==> src/mps_defines.svh <==
// mps_defines.svh: offsets, field positions, reset values and timing counts
// assumes: included by bare name from the package and from the modules
`ifndef MPS_DEFINES_SVH
`define MPS_DEFINES_SVH

// ----------------------------------------------------------------
// module management map (word index on the two-wire side)
// ----------------------------------------------------------------
`define MPS_ADDR_W 4
`define MPS_MA_STATE 4'h0
`define MPS_MA_FLAGS 4'h1
`define MPS_MA_CONTROL 4'h2
`define MPS_MA_DEINIT 4'h3
`define MPS_MA_TXDIS 4'h4
`define MPS_MA_SQUELCH 4'h5
`define MPS_MA_POWER 4'h6
`define MPS_MA_FLAGMASK 4'h7
`define MPS_MA_PATHSTATE 4'h8
// control field positions
`define MPS_CTL_SW_LP 0
`define MPS_CTL_ALLOW_HW 1
// power-on defaults and fixed power class
`define MPS_CONTROL_RST 8'h02
`define MPS_DEINIT_RST 8'h00
`define MPS_TXDIS_RST 8'h00
`define MPS_SQUELCH_RST 8'h00
`define MPS_POWER_CLASS 8'h05
`define MPS_DEFAULT_CFG 8'h11

// ----------------------------------------------------------------
// timing
// ----------------------------------------------------------------
`define MPS_CLK_NS 50
`define MPS_INIT_NS 1000
`define MPS_PWRUP_NS 2000
`define MPS_INIT_CYC (`MPS_INIT_NS / `MPS_CLK_NS)
`define MPS_PWRUP_CYC (`MPS_PWRUP_NS / `MPS_CLK_NS)

// ----------------------------------------------------------------
// host controller registers (AHB-Lite byte offsets)
// ----------------------------------------------------------------
`define MPS_H_CTRL 8'h00
`define MPS_H_STATUS 8'h04
`define MPS_H_ISTAT 8'h08
`define MPS_H_IMASK 8'h0C
`define MPS_H_POWER 8'h10
// host control bits
`define MPS_HC_START 0
`define MPS_HC_HWLP_EN 1
// host interrupt bits
`define MPS_HI_LOWPWR 0
`define MPS_HI_READY 1
`define MPS_HI_FAULT 2

`endif

==> src/mps_pkg.sv <==
// mps_pkg.sv: types shared by both ends of the power-up link
// assumes: mps_defines.svh holds the numbers
`include "mps_defines.svh"
package mps_pkg;
  // module management states
  typedef enum logic [1:0] {
    mgmt_init_state,
    low_power_state,
    powering_up_state,
    ready_state
  } mps_mod_state_t;

  // data path states
  typedef enum logic [1:0] {
    path_deactivated,
    path_init,
    path_initialized,
    path_activated
  } mps_path_state_t;

  typedef logic [7:0] mps_byte_t;
endpackage : mps_pkg

==> src/mps_link_if.sv <==
// mps_link_if.sv: host-to-module management link
// assumes: single clock; simple register access abstracts the two-wire bus
`timescale 1ns/1ps
`default_nettype none
`include "mps_defines.svh"
interface mps_link_if
  import mps_pkg::*;
(
  input wire logic clock
);
  logic present;
  logic hw_low_power_request;
  logic module_select;
  logic module_reset;
  logic int_n;
  logic req;
  logic we;
  logic [`MPS_ADDR_W-1:0] addr;
  mps_byte_t wdata;
  mps_byte_t rdata;
  logic ack;

  modport host (
    input present, int_n, rdata, ack,
    output hw_low_power_request, module_select, module_reset,
    output req, we, addr, wdata
  );
  modport dev (
    output present, int_n, rdata, ack,
    input hw_low_power_request, module_select, module_reset,
    input req, we, addr, wdata
  );
endinterface : mps_link_if
`default_nettype wire

==> src/mps_event_flag.sv <==
// mps_event_flag.sv: sticky flag with set-over-clear
// assumes: set and clear are one-cycle pulses on the same clock
`timescale 1ns/1ps
`default_nettype none
module mps_event_flag (
  input wire logic clock,
  input wire logic reset,
  input wire logic set,
  input wire logic clear,
  output logic flag
);
  // set wins so an event in the clearing cycle is kept
  always_ff @(posedge clock) begin
    if (reset) begin
      flag <= 1'b0;
    end else if (set) begin
      flag <= 1'b1;
    end else if (clear) begin
      flag <= 1'b0;
    end
  end
endmodule : mps_event_flag
`default_nettype wire

==> src/mps_module.sv <==
// mps_module.sv: module end, management state sequencer and flag logic
// assumes: host end on the dev modport; reset is host hardware reset
`timescale 1ns/1ps
`default_nettype none
`include "mps_defines.svh"
// Behaviour
// - host powers, asserts low-power request, deasserts reset
// - management init loads control defaults
// - default config into active and staged set
// - low-power entry sets state-changed flag
// - flag register read drops interrupt
// - host waits interrupt before configuring
// - host reads power needs in low power
// - host writes FFh to deinit mask
// - ready starts init of unmasked paths
// - host writes FFh to tx disable
// - tx disable bit blocks path activation
// - host clears allow bit for high power
// - host disables hardware low-power request
// - low-power condition false enters power-up
// - power-up keeps all paths deactivated
// - ready entry sets state-changed flag again
// - host waits interrupt after clearing allow
module mps_module
  import mps_pkg::*;
(
  input wire logic clock,
  input wire logic reset,
  mps_link_if.dev link,
  output mps_mod_state_t module_state,
  output logic tx_enable
);
  // ----------------------------------------------------------------
  // control registers
  // ----------------------------------------------------------------
  logic [7:0] control;
  mps_byte_t path_deinit_mask;
  mps_byte_t tx_output_disable;
  mps_byte_t tx_force_squelch;
  mps_byte_t flag_mask;
  mps_byte_t active_cfg;
  mps_byte_t staged_cfg0;
  mps_path_state_t path_state;
  logic [15:0] timer;
  logic state_change_flag;
  logic low_power_condition;
  logic wr;
  logic rd;
  logic enter_event;
  logic flag_read;
  mps_mod_state_t next_state;

  assign wr = link.req && link.we && !link.module_reset;
  assign rd = link.req && !link.we && !link.module_reset;
  assign link.present = 1'b1;
  assign link.ack = link.req;

  // effective low-power transition condition
  assign low_power_condition = control[`MPS_CTL_SW_LP] ||
    (control[`MPS_CTL_ALLOW_HW] && link.hw_low_power_request);

  // writable controls; defaults loaded while in management init
  always_ff @(posedge clock) begin
    if (reset || link.module_reset ||
        module_state == mgmt_init_state) begin
      control <= `MPS_CONTROL_RST;
      path_deinit_mask <= `MPS_DEINIT_RST;
      tx_output_disable <= `MPS_TXDIS_RST;
      tx_force_squelch <= `MPS_SQUELCH_RST;
      flag_mask <= 8'h00;
    end else if (wr) begin
      unique case (link.addr)
        `MPS_MA_CONTROL: control <= link.wdata;
        `MPS_MA_DEINIT: path_deinit_mask <= link.wdata;
        `MPS_MA_TXDIS: tx_output_disable <= link.wdata;
        `MPS_MA_SQUELCH: tx_force_squelch <= link.wdata;
        `MPS_MA_FLAGMASK: flag_mask <= link.wdata;
        default: ;
      endcase
    end
  end

  // default data path configuration, both control sets
  always_ff @(posedge clock) begin
    if (reset || link.module_reset ||
        module_state == mgmt_init_state) begin
      active_cfg <= `MPS_DEFAULT_CFG;
      staged_cfg0 <= `MPS_DEFAULT_CFG;
    end
  end

  // ----------------------------------------------------------------
  // module state machine
  // ----------------------------------------------------------------
  always_comb begin
    next_state = module_state;
    unique case (module_state)
      mgmt_init_state:
        if (timer == 16'h0000) next_state = low_power_state;
      low_power_state:
        if (!low_power_condition) next_state = powering_up_state;
      powering_up_state:
        if (low_power_condition) next_state = low_power_state;
        else if (timer == 16'h0000) next_state = ready_state;
      ready_state:
        if (low_power_condition) next_state = low_power_state;
    endcase
  end

  always_ff @(posedge clock) begin
    if (reset || link.module_reset) begin
      module_state <= mgmt_init_state;
    end else begin
      module_state <= next_state;
    end
  end

  // init and power-up dwell times as a down counter
  always_ff @(posedge clock) begin
    if (reset || link.module_reset) begin
      timer <= 16'(`MPS_INIT_CYC - 1);
    end else if (next_state != module_state &&
                 next_state == powering_up_state) begin
      timer <= 16'(`MPS_PWRUP_CYC - 1);
    end else if (timer != 16'h0000) begin
      timer <= timer - 16'h0001;
    end
  end

  // ----------------------------------------------------------------
  // data path: one aggregate path over all lanes
  // ----------------------------------------------------------------
  // path leaves deactivation only in ready; elsewhere forced down
  always_ff @(posedge clock) begin
    if (reset || link.module_reset || module_state != ready_state) begin
      path_state <= path_deactivated;
    end else begin
      unique case (path_state)
        path_deactivated:
          if (path_deinit_mask != 8'hFF) path_state <= path_init;
        path_init:
          path_state <= path_initialized;
        path_initialized:
          if (tx_output_disable == 8'h00) begin
            path_state <= path_activated;
          end
        path_activated:
          if (path_deinit_mask == 8'hFF) path_state <= path_deactivated;
      endcase
    end
  end

  // tx lanes live only when activated, not disabled, not squelched
  always_ff @(posedge clock) begin
    if (reset) begin
      tx_enable <= 1'b0;
    end else begin
      tx_enable <= path_state == path_activated &&
                   tx_output_disable == 8'h00 &&
                   tx_force_squelch == 8'h00;
    end
  end

  // ----------------------------------------------------------------
  // state-changed flag and interrupt
  // ----------------------------------------------------------------
  assign enter_event = next_state != module_state &&
    (next_state == low_power_state || next_state == ready_state);
  assign flag_read = rd && link.addr == `MPS_MA_FLAGS;

  mps_event_flag u_state_flag (
    .clock(clock),
    .reset(reset || link.module_reset),
    .set(enter_event),
    .clear(flag_read),
    .flag(state_change_flag)
  );

  // interrupt active low while unmasked flag is latched
  assign link.int_n = !(state_change_flag && !flag_mask[0]);

  // read data registered; reading flags clears them
  always_ff @(posedge clock) begin
    if (reset) begin
      link.rdata <= 8'h00;
    end else if (rd) begin
      unique case (link.addr)
        `MPS_MA_STATE: link.rdata <= {6'h00, module_state};
        `MPS_MA_FLAGS: link.rdata <= {7'h00, state_change_flag};
        `MPS_MA_CONTROL: link.rdata <= control;
        `MPS_MA_DEINIT: link.rdata <= path_deinit_mask;
        `MPS_MA_TXDIS: link.rdata <= tx_output_disable;
        `MPS_MA_SQUELCH: link.rdata <= tx_force_squelch;
        `MPS_MA_POWER: link.rdata <= `MPS_POWER_CLASS;
        `MPS_MA_FLAGMASK: link.rdata <= flag_mask;
        `MPS_MA_PATHSTATE: link.rdata <= {6'h00, path_state};
        default: link.rdata <= active_cfg ^ staged_cfg0;
      endcase
    end
  end
endmodule : mps_module
`default_nettype wire

==> src/flat_wrapper.sv <==
// flat-port wrapper written by rule: the top's interface ports become plain ports
module mps_module_flat import mps_pkg::*;
  (clock, reset, module_state, tx_enable, link_present, link_int_n, link_rdata, link_ack, link_hw_low_power_request, link_module_select, link_module_reset, link_req, link_we, link_addr, link_wdata);
  mps_link_if link_i (.clock(clock));
  input wire logic clock;
  input wire logic reset;
  output mps_mod_state_t module_state;
  output logic tx_enable;
  output wire logic [$bits(link_i.present)-1:0] link_present;
  output wire logic [$bits(link_i.int_n)-1:0] link_int_n;
  output wire logic [$bits(link_i.rdata)-1:0] link_rdata;
  output wire logic [$bits(link_i.ack)-1:0] link_ack;
  input wire logic [$bits(link_i.hw_low_power_request)-1:0] link_hw_low_power_request;
  input wire logic [$bits(link_i.module_select)-1:0] link_module_select;
  input wire logic [$bits(link_i.module_reset)-1:0] link_module_reset;
  input wire logic [$bits(link_i.req)-1:0] link_req;
  input wire logic [$bits(link_i.we)-1:0] link_we;
  input wire logic [$bits(link_i.addr)-1:0] link_addr;
  input wire logic [$bits(link_i.wdata)-1:0] link_wdata;
  assign link_present = link_i.present;
  assign link_int_n = link_i.int_n;
  assign link_rdata = link_i.rdata;
  assign link_ack = link_i.ack;
  assign link_i.hw_low_power_request = link_hw_low_power_request;
  assign link_i.module_select = link_module_select;
  assign link_i.module_reset = link_module_reset;
  assign link_i.req = link_req;
  assign link_i.we = link_we;
  assign link_i.addr = link_addr;
  assign link_i.wdata = link_wdata;
  mps_module u_core (.clock(clock), .reset(reset), .link(link_i), .module_state(module_state), .tx_enable(tx_enable));
endmodule
==> config.mk <==
export PLATFORM = sky130hd
export DESIGN_NAME = mps_module_flat
export DESIGN_NICKNAME = d
export VERILOG_FILES = /design/src/mps_pkg.sv /design/src/mps_link_if.sv /design/src/mps_event_flag.sv /design/src/mps_module.sv /design/src/flat_wrapper.sv
export VERILOG_INCLUDE_DIRS = /design/src
export SDC_FILE = /design/constraint.sdc
export NUM_CORES = 1
export LEC_CHECK = 0
export BUFFER_PORTS_ARGS = -buffer_cell sky130_fd_sc_hd__buf_4
export CORE_ASPECT_RATIO = 1.2
export CORE_UTILIZATION = 53
export DETAILED_ROUTE_END_ITERATION = 7
export GPL_TIMING_DRIVEN = 0
export HOLD_SLACK_MARGIN = 0.1
export PLACE_DENSITY = 0.72
export SLEW_MARGIN = 0
export SYNTH_ARGS = -nofsm -noshare
export SYNTH_HDL_FRONTEND = slang
export SYNTH_SLANG_ARGS = --single-unit
==> constraint.sdc <==
create_clock -name clock -period 2.05 [get_ports clock]
set_input_delay 0.1025 -clock clock [delete_from_list [all_inputs] [get_ports clock]]
set_output_delay 0.1025 -clock clock [all_outputs]
set_load 0.01 [all_outputs]
==> impl_metrics.tcl, run 1 <==
set metrics [dict create \
    syn_nets 396 \
    area_growth_syn_to_layout_pct 19.82 \
    die-area_sq_mm 0.006808 \
    place_worst_setup_slack_ps -184.9 \
    p_per_area_mw_per_mm2 701.4 \
    gp_congestion 0.8655 \
    setup_viol 0 \
    drive_gt1_share_pct 17.97 \
    rows 31 \
    clk_latency_ps 350 \
    crit_arrival_ps 2290 \
    wl_per_cell_microns 17.09 \
    vdd_drop_max_mv 0.5238 \
    clock-sinks 70 \
    critPathMaxFanout 8 \
    crit_required_ps 2320 \
    postRouteAntennaNets 0 \
    antennaDiodeCount 0 \
    drt-total-wl_microns 8628 \
    maxSlewHeadroom_pct 36.36 \
    drc 0 \
    nFillCells 550 \
    timing.final.crit_share_pct 98.60 \
    drtIter0Drc 192 \
    async_flop_share_pct 0 \
    root_buffer "clkbuf_8" \
    synth_flop_cell "dfxtp_1" \
    ys_warn_count 0 \
    grt_pass1_wl_microns 13620 \
    htree_levels 3 \
    syn_avg_cell_area_sq_um 9.233 \
    synth-edff-count 0 \
    die_w_microns 75.49 \
    fin_crit_ps 2021 \
    hold_viol 0 \
    syn_inst 372 \
    antenna_found_initial 0 \
    path_class "register to register" \
    nNetsFinal 442 \
    vias_per_cell 5.919 \
    rsz0062_at_grt "yes" \
    cts_tree "yes" \
    worst_pin_slew_ps 949.4 \
    worst_slack_ps 28.72 \
    start_util_pct 56.04 \
    first_pass_iters 5 \
    port-buffer-count 27 \
    power_leakage_nw 1.542 \
    hpwl_microns 6069 \
    fp.coreArea_sq_mm 0.006128 \
    hp-class "input pin to register" \
    maxCapViolCount 0 \
    max_freq_ghz 0.4947 \
    hold_slack_ps 113.7 \
    clockBufferDepth 2 \
    clock_skew_ps 6.719 \
    p_total_mw 2.886 \
    drv_slew 0 \
    die_y_microns 90.19 \
    grt_overflow_total 0 \
    cts_inserted_buffers 9 \
    syn-cell-area_sq_mm 0.003435 \
    ys_ff_latch 70 \
    critPathLaunchType "register" \
    status "complete, no violations" \
    vias 2989 \
    post-cts-setup-buffers 0 \
    pin_count 33 \
    grt_pass1_vias 2782 \
    synth.yosys.seq_area_share_pct 40.80 \
    setup_tns_ps 0 \
    clkTransAtPathRegs_ps 80 \
    regToRegSetupSlack_ps 30 \
    grt_max_degree 13 \
    worstSetupEndpointType "register" \
    synth.distinct_cells 60 \
    grt_usage_pct 26.90 \
]
==> metrics by stage <==
| step | utilization [%] | cell area (sq um) | std cells |
|---|---|---|---|
| finish | 67.15 | 4115 | 505 |
| global route | 67.15 | 4115 | 505 |
| CTS | 66.60 | 4081 | 506 |
| detailed placement | 61.02 | 3740 | 481 |
| global placement | 61.02 | 3740 | 481 |
| floorplan | - | 3435 | 372 |
==> layout make-up <==
type                       count  area [sq um]  area share, %
clock inverter                 6         108.9          2.645
tap                           82         102.6          2.493
clock buffer                  10         137.6          3.344
buffer                        21         96.34          2.341
timing repair buffer          36         292.8          7.115
inverter                       8         30.03         0.7297
multi-input combinational    272          1944          47.25
sequential                    70          1403          34.08
==> registers in the layout, indices dropped and copies added, names as in the netlist <==
| signal | count |
|---|---|
| u_core.flag_mask | 8 |
| u_core.path_state | 2 |
| u_core.timer | 16 |
| u_core.tx_output_disable | 8 |
| u_core.module_state | 2 |
| u_core.u_state_flag.flag | 1 |
| u_core.path_deinit_mask | 8 |
| u_core.control | 8 |
| u_core.tx_force_squelch | 8 |
| u_core.tx_enable | 1 |
| u_core.link.rdata | 8 |
==> final timing paths <==
path,startpoint,endpoint,cells after the start
worst min register to register,u_core.link.rdata[1],u_core.link.rdata[1],1
worst max-delay path,u_core.timer[7],u_core.module_state[0],5
worst min-delay path,link_hw_low_power_request,u_core.module_state[1],3
worst max register to register,u_core.timer[7],u_core.module_state[0],5
==> routing by layer <==
metal,GRT usage (%),wire length (microns),vias up
met5,0,0,-
met4,11.11,181,0
met3,5.493,311,16
met2,41.00,4116,83
met1,36.47,4018,1423
li1,-,-,1467
==> kinds of logic after synthesis <==
| family | synth area share (%) |
|---|---|
| mux | 15.92 |
| buf+inv | 3.789 |
| compound gates | 15.56 |
| flops | 40.80 |
| other cells | 0.1092 |
| simple gates | 22.00 |
| fa+ha+maj | 1.821 |
==> Yosys cell counts, types with 5 or more instances <==
master    count  share of area, %
clkbuf_1     16               1.7
ha_1          5               1.8
a22o_1        8               2.0
a31oi_1       5              0.91
inv_1         8              0.87
nor2_1       52               5.7
o22ai_1       6               1.1
nor4_1        6               1.1
nand3_1       5              0.73
nand3b_1      7               1.5
or4_1         7               1.5
nor3_1        8               1.2
mux2i_1      49                14
nand2b_1      6               1.1
mux2_2        5               1.6
a22oi_1       5               1.1
a21oi_1      14               2.0
o21ai_0      10               1.5
nand2_1      13               1.4
nor2b_1       5              0.91
dfxtp_1      70                41
==> placed cells by master, fill, tap and decap left out, types with 3 or more instances in the layout <==
cell type / netlist / final
or3_1: 4 / 4
inv_1: 8 / 8
nor3_1: 8 / 8
nand2_1: 13 / 13
bufinv_16: 0 / 3
clkbuf_1: 16 / 15
a22o_1: 8 / 8
a22oi_1: 5 / 5
o31ai_1: 3 / 3
nand3_1: 5 / 5
o22ai_1: 6 / 6
dlygate4sd3_1: 0 / 9
o21ai_0: 10 / 10
clkbuf_8: 0 / 10
mux2_2: 5 / 5
nor2b_1: 5 / 5
nor2_1: 52 / 52
or4_1: 7 / 6
ha_1: 5 / 5
a21oi_1: 14 / 14
a211oi_1: 4 / 3
mux2i_1: 49 / 49
buf_4: 2 / 29
a31oi_1: 5 / 4
nor4_1: 6 / 4
o211ai_1: 4 / 4
dfxtp_1: 70 / 69
o41ai_1: 3 / 3
nand2b_1: 6 / 6
nand3b_1: 7 / 7
and4_1: 3 / 3
==> worst max-delay path, cell delays in order (launching register included) <==
cell,delay (ps)
dfxtp_2,350
or4_4,530
buf_6,150
or3_4,400
or3_4,350
a211oi_2,160
==> timing repair <==
item	CTS	global route
hold buffers	9	0
hold endpoints to repair	41	0
resized for setup	1	9
setup endpoints to repair	1	9
==> report_power, final <==
part           internal [mW]  switching (mW)  total, mW
combinational         0.0679          0.0921      0.160
clock                  0.839           0.524       1.36
sequential              1.36         0.00267       1.36
total                   2.27           0.619       2.89
Power figures use the tool's default switching activity.
==> inputs of run 2 (changes only) <==
--- a/config.mk
+++ b/config.mk
@@ -6,6 +6,7 @@
 export SDC_FILE = /design/constraint.sdc
 export NUM_CORES = 1
 export LEC_CHECK = 0
+export ABC_CLOCK_PERIOD_IN_PS = 1800
 export BUFFER_PORTS_ARGS = -buffer_cell sky130_fd_sc_hd__buf_4
 export CORE_ASPECT_RATIO = 1.2
 export CORE_UTILIZATION = 53
==> constraint.sdc (replaced) <==
create_clock -name clock -period 1.8 [get_ports clock]
set_input_delay 0.09 -clock clock [delete_from_list [all_inputs] [get_ports clock]]
set_output_delay 0.09 -clock clock [all_outputs]
set_load 0.01 [all_outputs]
==> run 2 against run 1 <==
The flow now finishes with violations (negative setup slack). Worst setup slack got worse by 140 ps. Die area unchanged. First-iteration DRC count increased by 3.6%. Clock-buffer cell count grew 4. Core utilization rose by 1.6 points. Via count rose by 1.3%. Largest cell class unchanged.
==> impl_metrics.tcl, run 2 (synthesis gave the netlist of run 1 again) <==
set metrics [dict create \
    instances_no_fill 511 \
    fp.coreArea_sq_mm 0.006128 \
    setup_viol 8 \
    cts_inserted_buffers 9 \
    worst_pin_slew_ps 786.8 \
    crit_arrival_ps 2190 \
    timing.final.crit_share_pct 106.2 \
    swShare_pct 23.25 \
    grt_max_degree 11 \
    htree_levels 3 \
    maxSlewHeadroom_pct 47.15 \
    drive_gt1_share_pct 22.14 \
    hold_viol 0 \
    clockBufferDepth 2 \
    drtIter0Drc 199 \
    postRouteAntennaNets 0 \
    rows 31 \
    clkTransAtPathRegs_ps 70 \
    final_common_cell "dfxtp_1" \
    first_pass_iters 5 \
    die-area_sq_mm 0.006808 \
    pwr-share-seq_pct 54.2 \
    start_util_pct 56.04 \
    die_w_microns 75.49 \
    wl_per_cell_microns 17.46 \
    worst_slack_ps -112.2 \
    placed_cells 481 \
    hp-class "input pin to register" \
    path_class "register to register" \
    place_worst_setup_slack_ps -450.4 \
    grt_overflow_total 0 \
    utilization_pct 68.70 \
    vias_per_cell 5.924 \
    critPathMaxFanout 5 \
    max_freq_ghz 0.5229 \
    mostFrequentLayoutCells "dfxtp_1, nor2_1, mux2i_1" \
    drc 0 \
    maxCapViolCount 0 \
    nNetsFinal 449 \
    largest-register "u_core.timer" \
    fin_crit_ps 1912 \
    clk_latency_ps 340 \
    p_switching_mw 0.6655 \
    die_y_microns 90.19 \
    drt-total-wl_microns 8920 \
    p_per_area_mw_per_mm2 679.8 \
    crit_required_ps 2080 \
    violations "negative setup slack" \
    internal_power_mw 2.197 \
    largest_reg_flops 16 \
    critPathLaunchType "register" \
    grt_usage_pct 27.27 \
    area_growth_syn_to_layout_pct 22.59 \
    root_buffer "clkbuf_8" \
    status "complete, but fails checks" \
    gp_congestion 0.8256 \
    pwr-share-clk_pct 39.2 \
    vdd_drop_max_mv 0.5042 \
    antenna_found_initial 0 \
    comb_power_share_pct 6.6 \
    drv_slew 0 \
    port-buffer-count 27 \
    worstSetupEndpointType "register" \
    cts_tree "yes" \
    grt_pass1_wl_microns 13870 \
    pin_count 33 \
    nFillCells 515 \
    grt_pass1_vias 2860 \
    clock_skew_ps 8.168 \
    hpwl_microns 6109 \
    seqCellArea_sq_mm 0.001415 \
    multi_input_area_sq_mm 0.002038 \
    antennaDiodeCount 0 \
    rsz0062_at_grt "yes" \
    power_leakage_nw 1.555 \
    vias 3027 \
    clock-sinks 70 \
]
## run 2: final timing paths
check | startpoint | end | slack (ps) | depth (start not counted)
setup reg to reg | u_core.timer[1] | u_core.timer[9] | -110 | 4
hold / removal | link_module_reset | u_core.timer[5] | 120 | 4
hold reg to reg | u_core.link.rdata[3] | u_core.link.rdata[3] | 480 | 1
setup / recovery | u_core.timer[1] | u_core.timer[9] | -110 | 4
## run 2: per-layer routing
layer / global-route usage [%] / part of all wire (%) / wire length (microns) / vias to the layer above
met5: 0 / 0 / 0 / -
met4: 11.88 / 1.7 / 156 / 0
met3: 5.942 / 5.0 / 449 / 18
met2: 41.74 / 48 / 4274 / 88
met1: 36.31 / 45 / 4040 / 1455
li1: - / - / - / 1466
## run 2: cell type report
type	count	share of cell area [%]
buffer	20	2.021
sequential	70	33.61
clock inverter	1	0.1189
clock buffer	14	3.863
inverter	8	0.7132
multi-input combinational	272	48.41
timing repair buffer	44	8.826
tap	82	2.437
## run 2: worst max-delay path, stage by stage (launching register included)
cell     delay, ps
dfxtp_2        340
or4_4          580
or4_4          440
or4_1          410
o21ai_1         80
## run 2: per-stage QoR
| stage | power, mW | TNS [ps] | area, sq um | hold WS [ps] |
|---|---|---|---|---|
| 4_1_cts | 2.873 | -577.4 | 4063 | 121.6 |
| 5_1_grt | 2.976 | -1141 | 4210 | 138.3 |
| 2_1_floorplan | 1.682 | -205.8 | 3445 | 162.8 |
| 3_3_place_gp | 1.748 | -9016 | 3750 | 302.0 |
| 3_5_place_dp | 1.750 | -10140 | 3750 | 309.2 |
| 6_report | 2.862 | -491.1 | 4210 | 121.5 |
## run 2: power by group through the flow
stage,Combinational (mW),Sequential [mW],Clock (mW)
after floorplan,0.0936,1.59,0
after global placement,0.159,1.59,0
after detailed placement,0.161,1.59,0
after CTS,0.181,1.55,1.14
after global routing,0.203,1.55,1.22
final,0.190,1.55,1.12
## run 2: timing repair
item | CTS | global route
gates resized for setup | 15 | 25
setup buffers | 2 | 5
pin swaps | 2 | 6
hold buffers | 10 | 0
setup endpoints to repair | 20 | 30
hold endpoints to repair | 42 | 0
